**src/inc/i2cma_pkg.sv**
```systemverilog
// Constants, register map and carrier types for the i2c bus arbitration
// master. Assumes a classic Wishbone slave with 32-bit data.
package i2cma_pkg;
   localparam logic [7:0] I2CMA_ADR_CTRL   = 8'h00;
   localparam logic [7:0] I2CMA_ADR_SEQ    = 8'h04;
   localparam logic [7:0] I2CMA_ADR_STATUS = 8'h08;
   localparam logic [7:0] I2CMA_ADR_BAUD   = 8'h0C;
   localparam logic [7:0] I2CMA_ADR_BUF    = 8'h10;
   // Control bits
   localparam int CTRL_EN    = 0;
   localparam int CTRL_IE    = 1;
   localparam int CTRL_SLEEP = 2;
   // Sequence bits
   localparam int SEQ_START  = 0;
   localparam int SEQ_RSTART = 1;
   localparam int SEQ_STOP   = 2;
   localparam int SEQ_ACK    = 3;
   localparam int SEQ_ACKDT  = 4;
   // Status bits
   localparam int ST_FULL  = 0;
   localparam int ST_START = 1;
   localparam int ST_STOP  = 2;
   localparam int ST_WRITE_COLLISION_FLAG  = 3;
   localparam int ST_BCOL  = 4;
   localparam int ST_PIRQ  = 5;
   localparam int ST_NACK  = 6;
   localparam logic [6:0] I2CMA_BAUD_RESET = 7'h04;
   localparam int I2CMA_BAUD_W = 7;

   typedef enum logic [11:0] {
      I2CMA_IDLE  = 12'h001,
      I2CMA_ST1   = 12'h002,
      I2CMA_ST2   = 12'h004,
      I2CMA_RS1   = 12'h008,
      I2CMA_RS2   = 12'h010,
      I2CMA_RS3   = 12'h020,
      I2CMA_RS4   = 12'h040,
      I2CMA_BLO   = 12'h080,
      I2CMA_BHI   = 12'h100,
      I2CMA_SP1   = 12'h200,
      I2CMA_SP2   = 12'h400,
      I2CMA_SP3   = 12'h800
   } i2cma_state_type;

   typedef struct packed {
      logic scl;
      logic sda;
   } i2cma_lines_type;

   typedef struct packed {
      logic [7:0]  adr;
      logic        we;
      logic [3:0]  sel;
      logic [31:0] dat;
   } i2cma_req_type;
endpackage

```
**src/core/i2cma_top.sv**
```systemverilog
// Bus arbitration master engine with Wishbone register access.
// Assumes open-drain pads outside; output enable low pulls the line low.
`timescale 1ns/1ps
`default_nettype none
module i2cma_top
   import i2cma_pkg::*;
(
   input  wire logic        clock,
   input  wire logic        rst,
   input  wire logic        wb_cyc_i,
   input  wire logic        wb_stb_i,
   input  wire logic        wb_we_i,
   input  wire logic [7:0]  wb_adr_i,
   input  wire logic [3:0]  wb_sel_i,
   input  wire logic [31:0] wb_dat_i,
   output logic [31:0]      wb_dat_o,
   output logic             wb_ack_o,
   input  wire logic        scl_i,
   output logic             scl_o,
   output logic             scl_oe,
   input  wire logic        sda_i,
   output logic             sda_o,
   output logic             sda_oe,
   output logic             irq,
   output logic             wake
);
   import i2cma_pkg::*;

   i2cma_state_type  state_q;
   i2cma_lines_type  pins;
   i2cma_lines_type  ln;
   i2cma_req_type    req;
   logic [2:0]       ctrl_q;
   logic [4:0]       seq_q;
   logic [6:0]       baud_q;
   logic [7:0]       buf_q;
   logic [7:0]       shift_q;
   logic [3:0]       bit_q;
   logic             full_q;
   logic             sflag_q;
   logic             pflag_q;
   logic             write_collision_flag_q;
   logic             bcol_q;
   logic             pirq_q;
   logic             nack_q;
   logic             sda_drv_q;
   logic             scl_drv_q;
   logic             ack_q;
   logic             brg_load;
   logic             brg_run;
   logic             brg_exp;
   logic             start_seen;
   logic             stop_seen;
   logic             wr;
   logic             bus_col;
   logic             seq_done;
   logic             byte_done;
   logic             en;
   logic             scl_up_q;

   assign pins.scl = scl_i;
   assign pins.sda = sda_i;
   assign req.adr  = wb_adr_i;
   assign req.we   = wb_we_i;
   assign req.sel  = wb_sel_i;
   assign req.dat  = wb_dat_i;
   assign en       = ctrl_q[CTRL_EN];

   function automatic logic hit(input logic [7:0] a, input logic [7:0] off);
      hit = (a == off);
   endfunction

   i2cma_sync u_sync (
      .clock      (clock),
      .rst        (rst),
      .pins       (pins),
      .lines      (ln),
      .start_seen (start_seen),
      .stop_seen  (stop_seen)
   );

   i2cma_baud #(.WIDTH(I2CMA_BAUD_W)) u_baud (
      .clock   (clock),
      .rst     (rst),
      .load    (brg_load),
      .run     (brg_run),
      .reload  (baud_q),
      .expired (brg_exp)
   );

   // Wishbone: one wait state, ack drops after one cycle
   assign wr = wb_cyc_i && wb_stb_i && wb_we_i && !ack_q && req.sel[0];
   always_ff @(posedge clock) begin
      if (rst) begin
         ack_q <= 1'b0;
      end else begin
         ack_q <= wb_cyc_i && wb_stb_i && !ack_q;
      end
   end
   assign wb_ack_o = ack_q;

   always_ff @(posedge clock) begin
      if (rst) begin
         wb_dat_o <= '0;
      end else if (wb_cyc_i && wb_stb_i && !ack_q) begin
         wb_dat_o <= '0;
         if (hit(req.adr, I2CMA_ADR_CTRL)) wb_dat_o[2:0] <= ctrl_q;
         if (hit(req.adr, I2CMA_ADR_SEQ)) wb_dat_o[4:0] <= seq_q;
         if (hit(req.adr, I2CMA_ADR_BAUD)) wb_dat_o[6:0] <= baud_q;
         if (hit(req.adr, I2CMA_ADR_BUF)) wb_dat_o[7:0] <= buf_q;
         if (hit(req.adr, I2CMA_ADR_STATUS)) begin
            wb_dat_o[6:0] <= {nack_q, pirq_q, bcol_q, write_collision_flag_q,
                              pflag_q, sflag_q, full_q};
         end
      end
   end

   always_ff @(posedge clock) begin
      if (rst) begin
         ctrl_q <= '0;
         baud_q <= I2CMA_BAUD_RESET;
      end else begin
         if (wr && hit(req.adr, I2CMA_ADR_CTRL)) ctrl_q <= req.dat[2:0];
         if (wr && hit(req.adr, I2CMA_ADR_BAUD)) baud_q <= req.dat[6:0];
      end
   end

   // Collision: driven high released line read low while SCL high
   // arbitration loss
   always_comb begin
      bus_col = 1'b0;
      case (state_q)
         I2CMA_ST1: bus_col = !ln.sda || !ln.scl;
         I2CMA_ST2: bus_col = !sda_drv_q && ln.sda && !ln.scl;
         // Slave acknowledge low is not lost arbitration
         I2CMA_BHI: bus_col = !sda_drv_q && !ln.sda && ln.scl
                              && (bit_q < 4'h8 || seq_q[SEQ_ACK]);
         I2CMA_RS3: bus_col = !ln.scl && ln.sda;
         I2CMA_SP2: bus_col = scl_up_q && !ln.scl;
         I2CMA_SP3: bus_col = brg_exp && !ln.sda;
         I2CMA_RS2: bus_col = ln.scl && !ln.sda;
         default:   bus_col = 1'b0;
      endcase
   end

   // SCL read high since STOP released it; stretching is not a collision
   always_ff @(posedge clock) begin
      scl_up_q <= !rst && state_q == I2CMA_SP2 && (scl_up_q || ln.scl);
   end

   // Sequence control bits; a write while busy is ignored, except that ACKDT (seq_q[4]) still takes it
   // clear enables on collision
   always_ff @(posedge clock) begin
      if (rst || !en || bus_col || seq_done) begin
         seq_q[3:0] <= '0;
      end else if (wr && hit(req.adr, I2CMA_ADR_SEQ)
                   && state_q == I2CMA_IDLE) begin
         seq_q[3:0] <= req.dat[3:0];
      end
      if (rst) begin
         seq_q[4] <= 1'b0;
      end else if (wr && hit(req.adr, I2CMA_ADR_SEQ)) begin
         seq_q[4] <= req.dat[SEQ_ACKDT];
      end
   end

   // Main sequencer
   always_ff @(posedge clock) begin
      if (rst || !en) begin
         state_q   <= I2CMA_IDLE;
         sda_drv_q <= 1'b0;
         scl_drv_q <= 1'b0;
         bit_q     <= '0;
         shift_q   <= '0;
         nack_q    <= 1'b0;
      end else if (bus_col) begin
         state_q   <= I2CMA_IDLE;
         sda_drv_q <= 1'b0;
         scl_drv_q <= 1'b0;
         bit_q     <= '0;
      end else begin
         case (state_q)
            I2CMA_IDLE: begin
               if (seq_q[SEQ_START]) begin
                  state_q <= I2CMA_ST1;
               end else if (seq_q[SEQ_RSTART]) begin
                  sda_drv_q <= 1'b0;
                  state_q   <= I2CMA_RS1;
               end else if (seq_q[SEQ_STOP]) begin
                  sda_drv_q <= 1'b1;
                  state_q   <= I2CMA_SP1;
               end else if (seq_q[SEQ_ACK]) begin
                  sda_drv_q <= !seq_q[SEQ_ACKDT];
                  state_q   <= I2CMA_BLO;
                  bit_q     <= 4'h8;
               end else if (full_q) begin
                  shift_q <= buf_q;
                  bit_q   <= '0;
                  state_q <= I2CMA_BLO;
               end
            end
            I2CMA_ST1: state_q <= I2CMA_ST2;
            I2CMA_ST2: begin
               if (!ln.sda && !sda_drv_q) begin
                  sda_drv_q <= 1'b1;
               end
               if (brg_exp) begin
                  if (sda_drv_q) begin
                     scl_drv_q <= 1'b1;
                     state_q   <= I2CMA_IDLE;
                  end else begin
                     sda_drv_q <= 1'b1;
                  end
               end
            end
            I2CMA_RS1: if (brg_exp) begin
               scl_drv_q <= 1'b0;
               state_q   <= I2CMA_RS2;
            end
            I2CMA_RS2: if (ln.scl) state_q <= I2CMA_RS3;
            I2CMA_RS3: if (brg_exp) begin
               sda_drv_q <= 1'b1;
               state_q   <= I2CMA_RS4;
            end else if (!ln.sda) begin
               sda_drv_q <= 1'b1;
               state_q   <= I2CMA_RS4;
            end
            I2CMA_RS4: if (brg_exp) begin
               scl_drv_q <= 1'b1;
               state_q   <= I2CMA_IDLE;
            end
            I2CMA_BLO: if (brg_exp) begin
               scl_drv_q <= 1'b0;
               state_q   <= I2CMA_BHI;
            end else if (bit_q < 4'h8) begin
               sda_drv_q <= !shift_q[7];
            end else if (!seq_q[SEQ_ACK]) begin
               sda_drv_q <= 1'b0;
            end
            I2CMA_BHI: if (ln.scl && brg_exp) begin
               scl_drv_q <= 1'b1;
               if (bit_q == 4'h8) begin
                  if (!seq_q[SEQ_ACK]) nack_q <= ln.sda;
                  sda_drv_q <= 1'b0;
                  state_q   <= I2CMA_IDLE;
               end else begin
                  shift_q <= {shift_q[6:0], 1'b0};
                  bit_q   <= bit_q + 4'h1;
                  state_q <= I2CMA_BLO;
               end
            end
            I2CMA_SP1: if (!ln.sda && brg_exp) begin
               scl_drv_q <= 1'b0;
               state_q   <= I2CMA_SP2;
            end
            I2CMA_SP2: if (ln.scl && brg_exp) begin
               sda_drv_q <= 1'b0;
               state_q   <= I2CMA_SP3;
            end
            I2CMA_SP3: if (brg_exp) state_q <= I2CMA_IDLE;
            default: state_q <= I2CMA_IDLE;
         endcase
      end
   end

   // load from reload field on entry
   assign brg_load = (state_q == I2CMA_IDLE) || (brg_exp)
                  || (state_q == I2CMA_ST1) || (state_q == I2CMA_RS2)
                  || (state_q == I2CMA_ST2 && !ln.sda && !sda_drv_q)
                  || (state_q == I2CMA_SP1 && ln.sda)
                  || (state_q == I2CMA_SP2 && !ln.scl)
                  || (state_q == I2CMA_BHI && !ln.scl);
   assign brg_run  = (state_q != I2CMA_IDLE) && (state_q != I2CMA_ST1);

   assign seq_done = (state_q == I2CMA_ST2 && brg_exp && sda_drv_q)
                  || (state_q == I2CMA_RS4 && brg_exp)
                  || (state_q == I2CMA_SP3 && brg_exp)
                  || (state_q == I2CMA_BHI && ln.scl && brg_exp
                      && bit_q == 4'h8 && seq_q[SEQ_ACK]);
   assign byte_done = state_q == I2CMA_BHI && ln.scl && brg_exp
                   && bit_q == 4'h8 && !seq_q[SEQ_ACK];

   // Transfer buffer and write collision
   always_ff @(posedge clock) begin
      if (rst) begin
         buf_q  <= '0;
         full_q <= 1'b0;
         write_collision_flag_q <= 1'b0;
      end else begin
         if (wr && hit(req.adr, I2CMA_ADR_BUF)) begin
            if (state_q != I2CMA_IDLE || full_q) begin
               write_collision_flag_q <= 1'b1;
            end else begin
               buf_q  <= req.dat[7:0];
               full_q <= 1'b1;
            end
         end else if (wr && hit(req.adr, I2CMA_ADR_STATUS)
                      && req.dat[ST_WRITE_COLLISION_FLAG]) begin
            write_collision_flag_q <= 1'b0;
         end
         // full cleared on collision or once the byte is out
         if (bus_col || !en || byte_done) begin
            full_q <= 1'b0;
         end
      end
   end

   // Bus state flags and interrupt sources; on the interrupt sources set wins over a status-write clear
   // bus state flags cleared by reset or disable; interrupt sources by reset or a status write
   always_ff @(posedge clock) begin
      if (rst || !en) begin
         sflag_q <= 1'b0;
         pflag_q <= 1'b0;
      end else if (start_seen) begin
         sflag_q <= 1'b1;
         pflag_q <= 1'b0;
      end else if (stop_seen) begin
         sflag_q <= 1'b0;
         pflag_q <= 1'b1;
      end
   end

   always_ff @(posedge clock) begin
      if (rst) begin
         bcol_q <= 1'b0;
         pirq_q <= 1'b0;
      end else begin
         if (wr && hit(req.adr, I2CMA_ADR_STATUS) && req.dat[ST_BCOL]) begin
            bcol_q <= 1'b0;
         end
         if (wr && hit(req.adr, I2CMA_ADR_STATUS) && req.dat[ST_PIRQ]) begin
            pirq_q <= 1'b0;
         end
         if (bus_col) bcol_q <= 1'b1;
         // stop while enabled; also when a sequence step or a byte completes
         if ((en && stop_seen) || seq_done || byte_done) pirq_q <= 1'b1;
      end
   end

   assign irq  = ctrl_q[CTRL_IE] && (pirq_q || bcol_q);
   assign wake = ctrl_q[CTRL_SLEEP] && irq;

   // Open drain: enable low pulls the line low
   assign scl_o  = 1'b0;
   assign sda_o  = 1'b0;
   assign scl_oe = !scl_drv_q;
   assign sda_oe = !sda_drv_q;

   a_write_collision_flag_stop: assert property (@(posedge clock) disable iff (rst)
      (wr && hit(req.adr, I2CMA_ADR_BUF)
       && state_q inside {I2CMA_SP1, I2CMA_SP2, I2CMA_SP3})
      |=> write_collision_flag_q && buf_q == $past(buf_q))
      else $error("write during stop not flagged");
   a_col_release: assert property (@(posedge clock) disable iff (rst)
      bus_col && en |=> scl_oe && sda_oe && !full_q)
      else $error("lines not released after collision");
   a_col_flag: assert property (@(posedge clock) disable iff (rst)
      bus_col && en |=> bcol_q && state_q == I2CMA_IDLE)
      else $error("collision flag not set");
   a_col_seqclr: assert property (@(posedge clock) disable iff (rst)
      bus_col |=> seq_q[3:0] == 4'h0)
      else $error("sequence bits not cleared");
   a_flags_off: assert property (@(posedge clock) disable iff (rst)
      !en |=> !sflag_q && !pflag_q)
      else $error("bus flags survive disable");
   a_stop_irq: assert property (@(posedge clock) disable iff (rst)
      en && stop_seen |=> pirq_q)
      else $error("stop did not raise port flag");
   a_start_abort: assert property (@(posedge clock) disable iff (rst)
      en && state_q == I2CMA_ST1 && !ln.scl |=> state_q == I2CMA_IDLE)
      else $error("start not aborted");
   a_restart_col: assert property (@(posedge clock) disable iff (rst)
      en && state_q == I2CMA_RS3 && !ln.scl && ln.sda |=> bcol_q)
      else $error("restart scl fall not flagged");
endmodule
`default_nettype wire

```
**src/core/i2cma_baud.sv**
```systemverilog
// Baud generator: loads a 7-bit reload value and counts down to zero.
// Assumes the caller issues load and run as one-cycle level controls.
`timescale 1ns/1ps
`default_nettype none
module i2cma_baud #(
   parameter int WIDTH = 7
) (
   input  wire logic             clock,
   input  wire logic             rst,
   input  wire logic             load,
   input  wire logic             run,
   input  wire logic [WIDTH-1:0] reload,
   output logic                  expired
);
   logic [WIDTH-1:0] count_q;

   initial begin
      if (WIDTH < 2) $error("baud width too small");
   end

   always_ff @(posedge clock) begin
      if (rst) begin
         count_q <= '0;
      end else if (load) begin
         count_q <= reload;
      end else if (run && count_q != '0) begin
         count_q <= count_q - 1'b1;
      end
   end

   // Not gated by load: the caller reloads on expiry, gating would loop
   assign expired = run && (count_q == '0);
endmodule
`default_nettype wire

```
**src/core/i2cma_sync.sv**
```systemverilog
// Two-flop synchroniser for the bus lines, plus stop/start detection.
// Assumes the lines idle high when no one drives them.
`timescale 1ns/1ps
`default_nettype none
module i2cma_sync
   import i2cma_pkg::*;
(
   input  wire logic            clock,
   input  wire logic            rst,
   input  wire i2cma_pkg::i2cma_lines_type pins,
   output i2cma_pkg::i2cma_lines_type lines,
   output logic                 start_seen,
   output logic                 stop_seen
);
   i2cma_lines_type meta_q;
   i2cma_lines_type sync_q;
   i2cma_lines_type prev_q;

   always_ff @(posedge clock) begin
      if (rst) begin
         meta_q <= '1;
         sync_q <= '1;
         prev_q <= '1;
      end else begin
         meta_q <= pins;
         sync_q <= meta_q;
         prev_q <= sync_q;
      end
   end

   assign lines      = sync_q;
   assign start_seen = sync_q.scl && prev_q.scl && prev_q.sda && !sync_q.sda;
   assign stop_seen  = sync_q.scl && prev_q.scl && !prev_q.sda && sync_q.sda;
endmodule
`default_nettype wire

```
**config.mk**
```make
export PLATFORM = sky130hd
export DESIGN_NAME = i2cma_top
export DESIGN_NICKNAME = d
export VERILOG_FILES = /design/src/inc/i2cma_pkg.sv /design/src/core/i2cma_top.sv /design/src/core/i2cma_baud.sv /design/src/core/i2cma_sync.sv
export SDC_FILE = /design/constraint.sdc
export NUM_CORES = 1
export LEC_CHECK = 0
export ABC_CLOCK_PERIOD_IN_PS = 7240
export BUFFER_PORTS_ARGS = -buffer_cell sky130_fd_sc_hd__buf_4
export CORE_MARGIN = 3
export CORE_UTILIZATION = 60
export CTS_BUF_LIST = sky130_fd_sc_hd__clkbuf_2
export CTS_CLUSTER_DIAMETER = 150
export CTS_CLUSTER_SIZE = 20
export DETAILED_ROUTE_END_ITERATION = 7
export PLACE_DENSITY = 0.86
export RECOVER_POWER = 25
export SYNTH_ARGS = -nofsm -noshare
export SYNTH_HDL_FRONTEND = slang
export SYNTH_SLANG_ARGS = --single-unit
export TNS_END_PERCENT = 1
```
**constraint.sdc**
```tcl
create_clock -name clock -period 7.24 [get_ports clock]
set_input_delay 0.724 -clock clock [delete_from_list [all_inputs] [get_ports clock]]
set_output_delay 0.724 -clock clock [all_outputs]
set_load 0.01 [all_outputs]
```
==> flow_summary_export.csv <==
group,metric,value,unit
layout,num_antenna_cells,0,
sta,max-slew-margin-rel,-0.245,
synthesis,synth_area,0.00448,sq mm
routing,drc_errors,0,
layout,multi_input_area,0.00256,sq mm
routing,initialDrtViolationCount,420,
worst_setup_path,crit_slowest_cell,"a21oi_1",
global_route,grt_pass1_vias,3777,
synthesis,synthCells,560,
worst_setup_path,cp.arrival,3.72,ns
worst_setup_path,cp-end-kind,"flip-flop",
floorplan,pin_count,90,
synthesis,synth_common_cells,"dfxtp_1 (79), nor2_1 (49), nand2_1 (48)",
routing,postRouteAntennaNets,0,
layout,finalNonFillerCells,671,
floorplan,fp.dieW,92.5,microns
sta,finalHoldViolations,0,
worst_setup_path,cp_slowest_stage_delay,0.88,ns
worst_setup_path,worst-setup-path-type,"reg -> reg",
floorplan,die-height,92.5,microns
sta,rsz0062_at_grt,"false",
worst_setup_path,crit_top_cell,"a21oi_1",
routing,viasPerCell,6.14,
clocking,clockRootBuffer,"clkbuf_2",
min_path,min-delay-path-class,"in -> reg",
clocking,numClockSinks,79,
global_route,grt_first_pass_wirelength,18700,microns
flow_run,drv_cap,1,
global_route,grt_max_degree,47,
worst_setup_path,cp_max_fo,15,
placement,place_congestion,0.980,
synthesis,yosys_warnings,0,
sta,fin_worst_skew,0.0355,ns
clocking,cts_max_path_buffers,2,
synthesis,ys_seq_area_frac,0.353,
outcome,failed_checks,"capacitance limit, slew limit",
global_route,grt.overflow.total,0,
synthesis,synth.top_cell.area_share,0.353,
synthesis,ys_types,60,
sta,setup_viol,0,
synthesis,synth.area.top_cells,"dfxtp_1 (35%), a21oi_1 (4.9%), buf_4 (4.4%)",
synthesis,synth.most_common_cell,"dfxtp_1",
worst_setup_path,cp_cell_sequence,"nor4b_1 > nand3_1 > a21oi_1 > o21ai_0 > a21oi_1",
floorplan,die_area,0.00855,sq mm
layout,drive_gt1_frac,0.101,
sta,finalSetupTns,0,ns
layout,seq_area,0.00158,sq mm
placement,hpwl,8500,microns
clocking,cts.reportedPaths.clkPinSlew,0.24,ns
placement,portBuffers,36,
outcome,status,"finished, violations left",
synthesis,ys_ff_latch,79,
clocking,post_cts_buffers,0,
synthesis,async_flop_share,0,
worst_setup_path,crit_family,"simple AND/OR/NAND/NOR gates",
synthesis,synth_top_area_cell,"dfxtp_1",
clocking,cts_tree,"built",
sta,fin_crit,3.26,ns
sta,slew_violations,47,
clocking,cts-hold-fix-buffers,0,
worst_setup_path,required,7.69,ns
worst_setup_path,crit_buf_inv,0,
routing,dr.pass1.iters,6,
floorplan,core,0.00702,sq mm
sta,fmax,0.306,GHz
layout,area_growth,4.91,%
clocking,clk_latency,0.55,ns
layout,nFillCells,644,
placement,placed_cells,655,
synthesis,synth_ff_type,"dfxtp_1",
clocking,htreeDepth,3,
global_route,antenna_found_initial,0,
worst_setup_path,cp-start-kind,"flip-flop",
routing,avgRoutedWirePerCell,17.2,microns
synthesis,synth-edff-count,0,
clocking,post_cts_resized,0,
floorplan,rows,30,
routing,routed_wl,11500,microns
global_route,grt.total_usage,0.276,
floorplan,start_util,0.639,
sta,worst_pin_slew,1.87,ns
power_and_ir_drop,p_leak,1.63,nW
sta,fin_crit_sh,0.451,
clocking,numCtsBuffers,9,
synthesis,syn_area_per_cell,8.01,sq um
power_and_ir_drop,p_per_area,161,mW/mm^2
routing,via_count,4121,
layout,fin_nets,625,
power_and_ir_drop,ir_drop,0.134,mV
sta,hold_ws,0.355,ns
[worst reg2reg max path: stages (launching register included)]
cell and delay [ns]:
dfxtp_1 0.58, nor4b_1 0.78, nand3_1 0.54, a21oi_1 0.88, o21ai_0 0.21, a21oi_1 0.18
[metal layers]
| layer | vias to the layer above | wire length [microns] | global-route usage |
|---|---|---|---|
| li1 | 1985 | - | - |
| met1 | 1929 | 5040 | 0.389 |
| met2 | 189 | 5320 | 0.418 |
| met3 | 18 | 996 | 0.0536 |
| met4 | 0 | 180 | 0.0990 |
| met5 | - | 0 | 0 |
[placed cells by master, fill, tap and decap left out, types with 13 or more instances in the layout]
master / instances
dfxtp_1: 79
nor2_1: 49
nand2_1: 48
a21oi_1: 44
o21ai_0: 30
buf_4: 27
conb_1: 26
nor3_1: 22
mux2i_1: 19
nand3_1: 16
inv_1: 15
nand4_1: 13
or3_1: 13
[state kept, by name, indices dropped and copies added (netlist names), 2 cells and up]
signal / cells
bit_q: 4
u_sync.lines: 2
baud_q: 7
buf_q: 8
wb_dat_o: 8
seq_q: 5
u_sync.meta_q: 2
state_q: 12
ctrl_q: 3
u_sync.prev_q: 2
shift_q: 8
u_baud.count_q: 7
[kinds of logic (layout without fill, tap and decap cells)]
logic type                 Yosys count  in the layout  synth area share
AOI/OAI and AO/OA                  132            132             0.190
xor gates and xnor gates            10             10            0.0195
adders and majority gates            4              4            0.0112
buffers and inverters               80             70            0.0965
DFF                                 79             79             0.353
muxes                               19             19            0.0424
other                                1             26          0.000836
and+or+nand+nor                    235            235             0.287
[worst paths after layout]
check,slack (ns),end,depth (start not counted),from
worst max-delay path,3.98,shift_q[4],5,state_q[8]
worst min-delay path,0.36,u_sync.meta_q[0],2,sda_i
worst max register to register,3.98,shift_q[4],5,state_q[8]
worst min register to register,0.44,u_sync.lines[1],1,u_sync.meta_q[1]
[power breakdown]
| part | switching [mW] | internal [mW] |
|---|---|---|
| Clock | 0.164 | 0.114 |
| Sequential | 0.00229 | 0.438 |
| Combinational | 0.0244 | 0.0140 |
[area by class of cell]
cell class / count / share of cell area
clock inverter: 7 / 0.0202
timing repair buffer: 39 / 0.0527
clock buffer: 9 / 0.00957
tap: 96 / 0.0255
inverter: 15 / 0.0120
multi-input combinational: 426 / 0.544
sequential: 79 / 0.336
[per-stage QoR]
step                      cell area [sq um]  worst slack [ns]   util  power [mW]
final                                  4700              3.98  0.670       0.756
after global routing                   4700              3.67  0.670       0.782
after CTS                              4750              4.03  0.677       0.761
after detailed placement               4610              4.14  0.657       0.487
after global placement                 4610              4.16  0.657       0.486
after floorplan                        4580              4.55      -       0.480
Power figures use the tool's default switching activity.
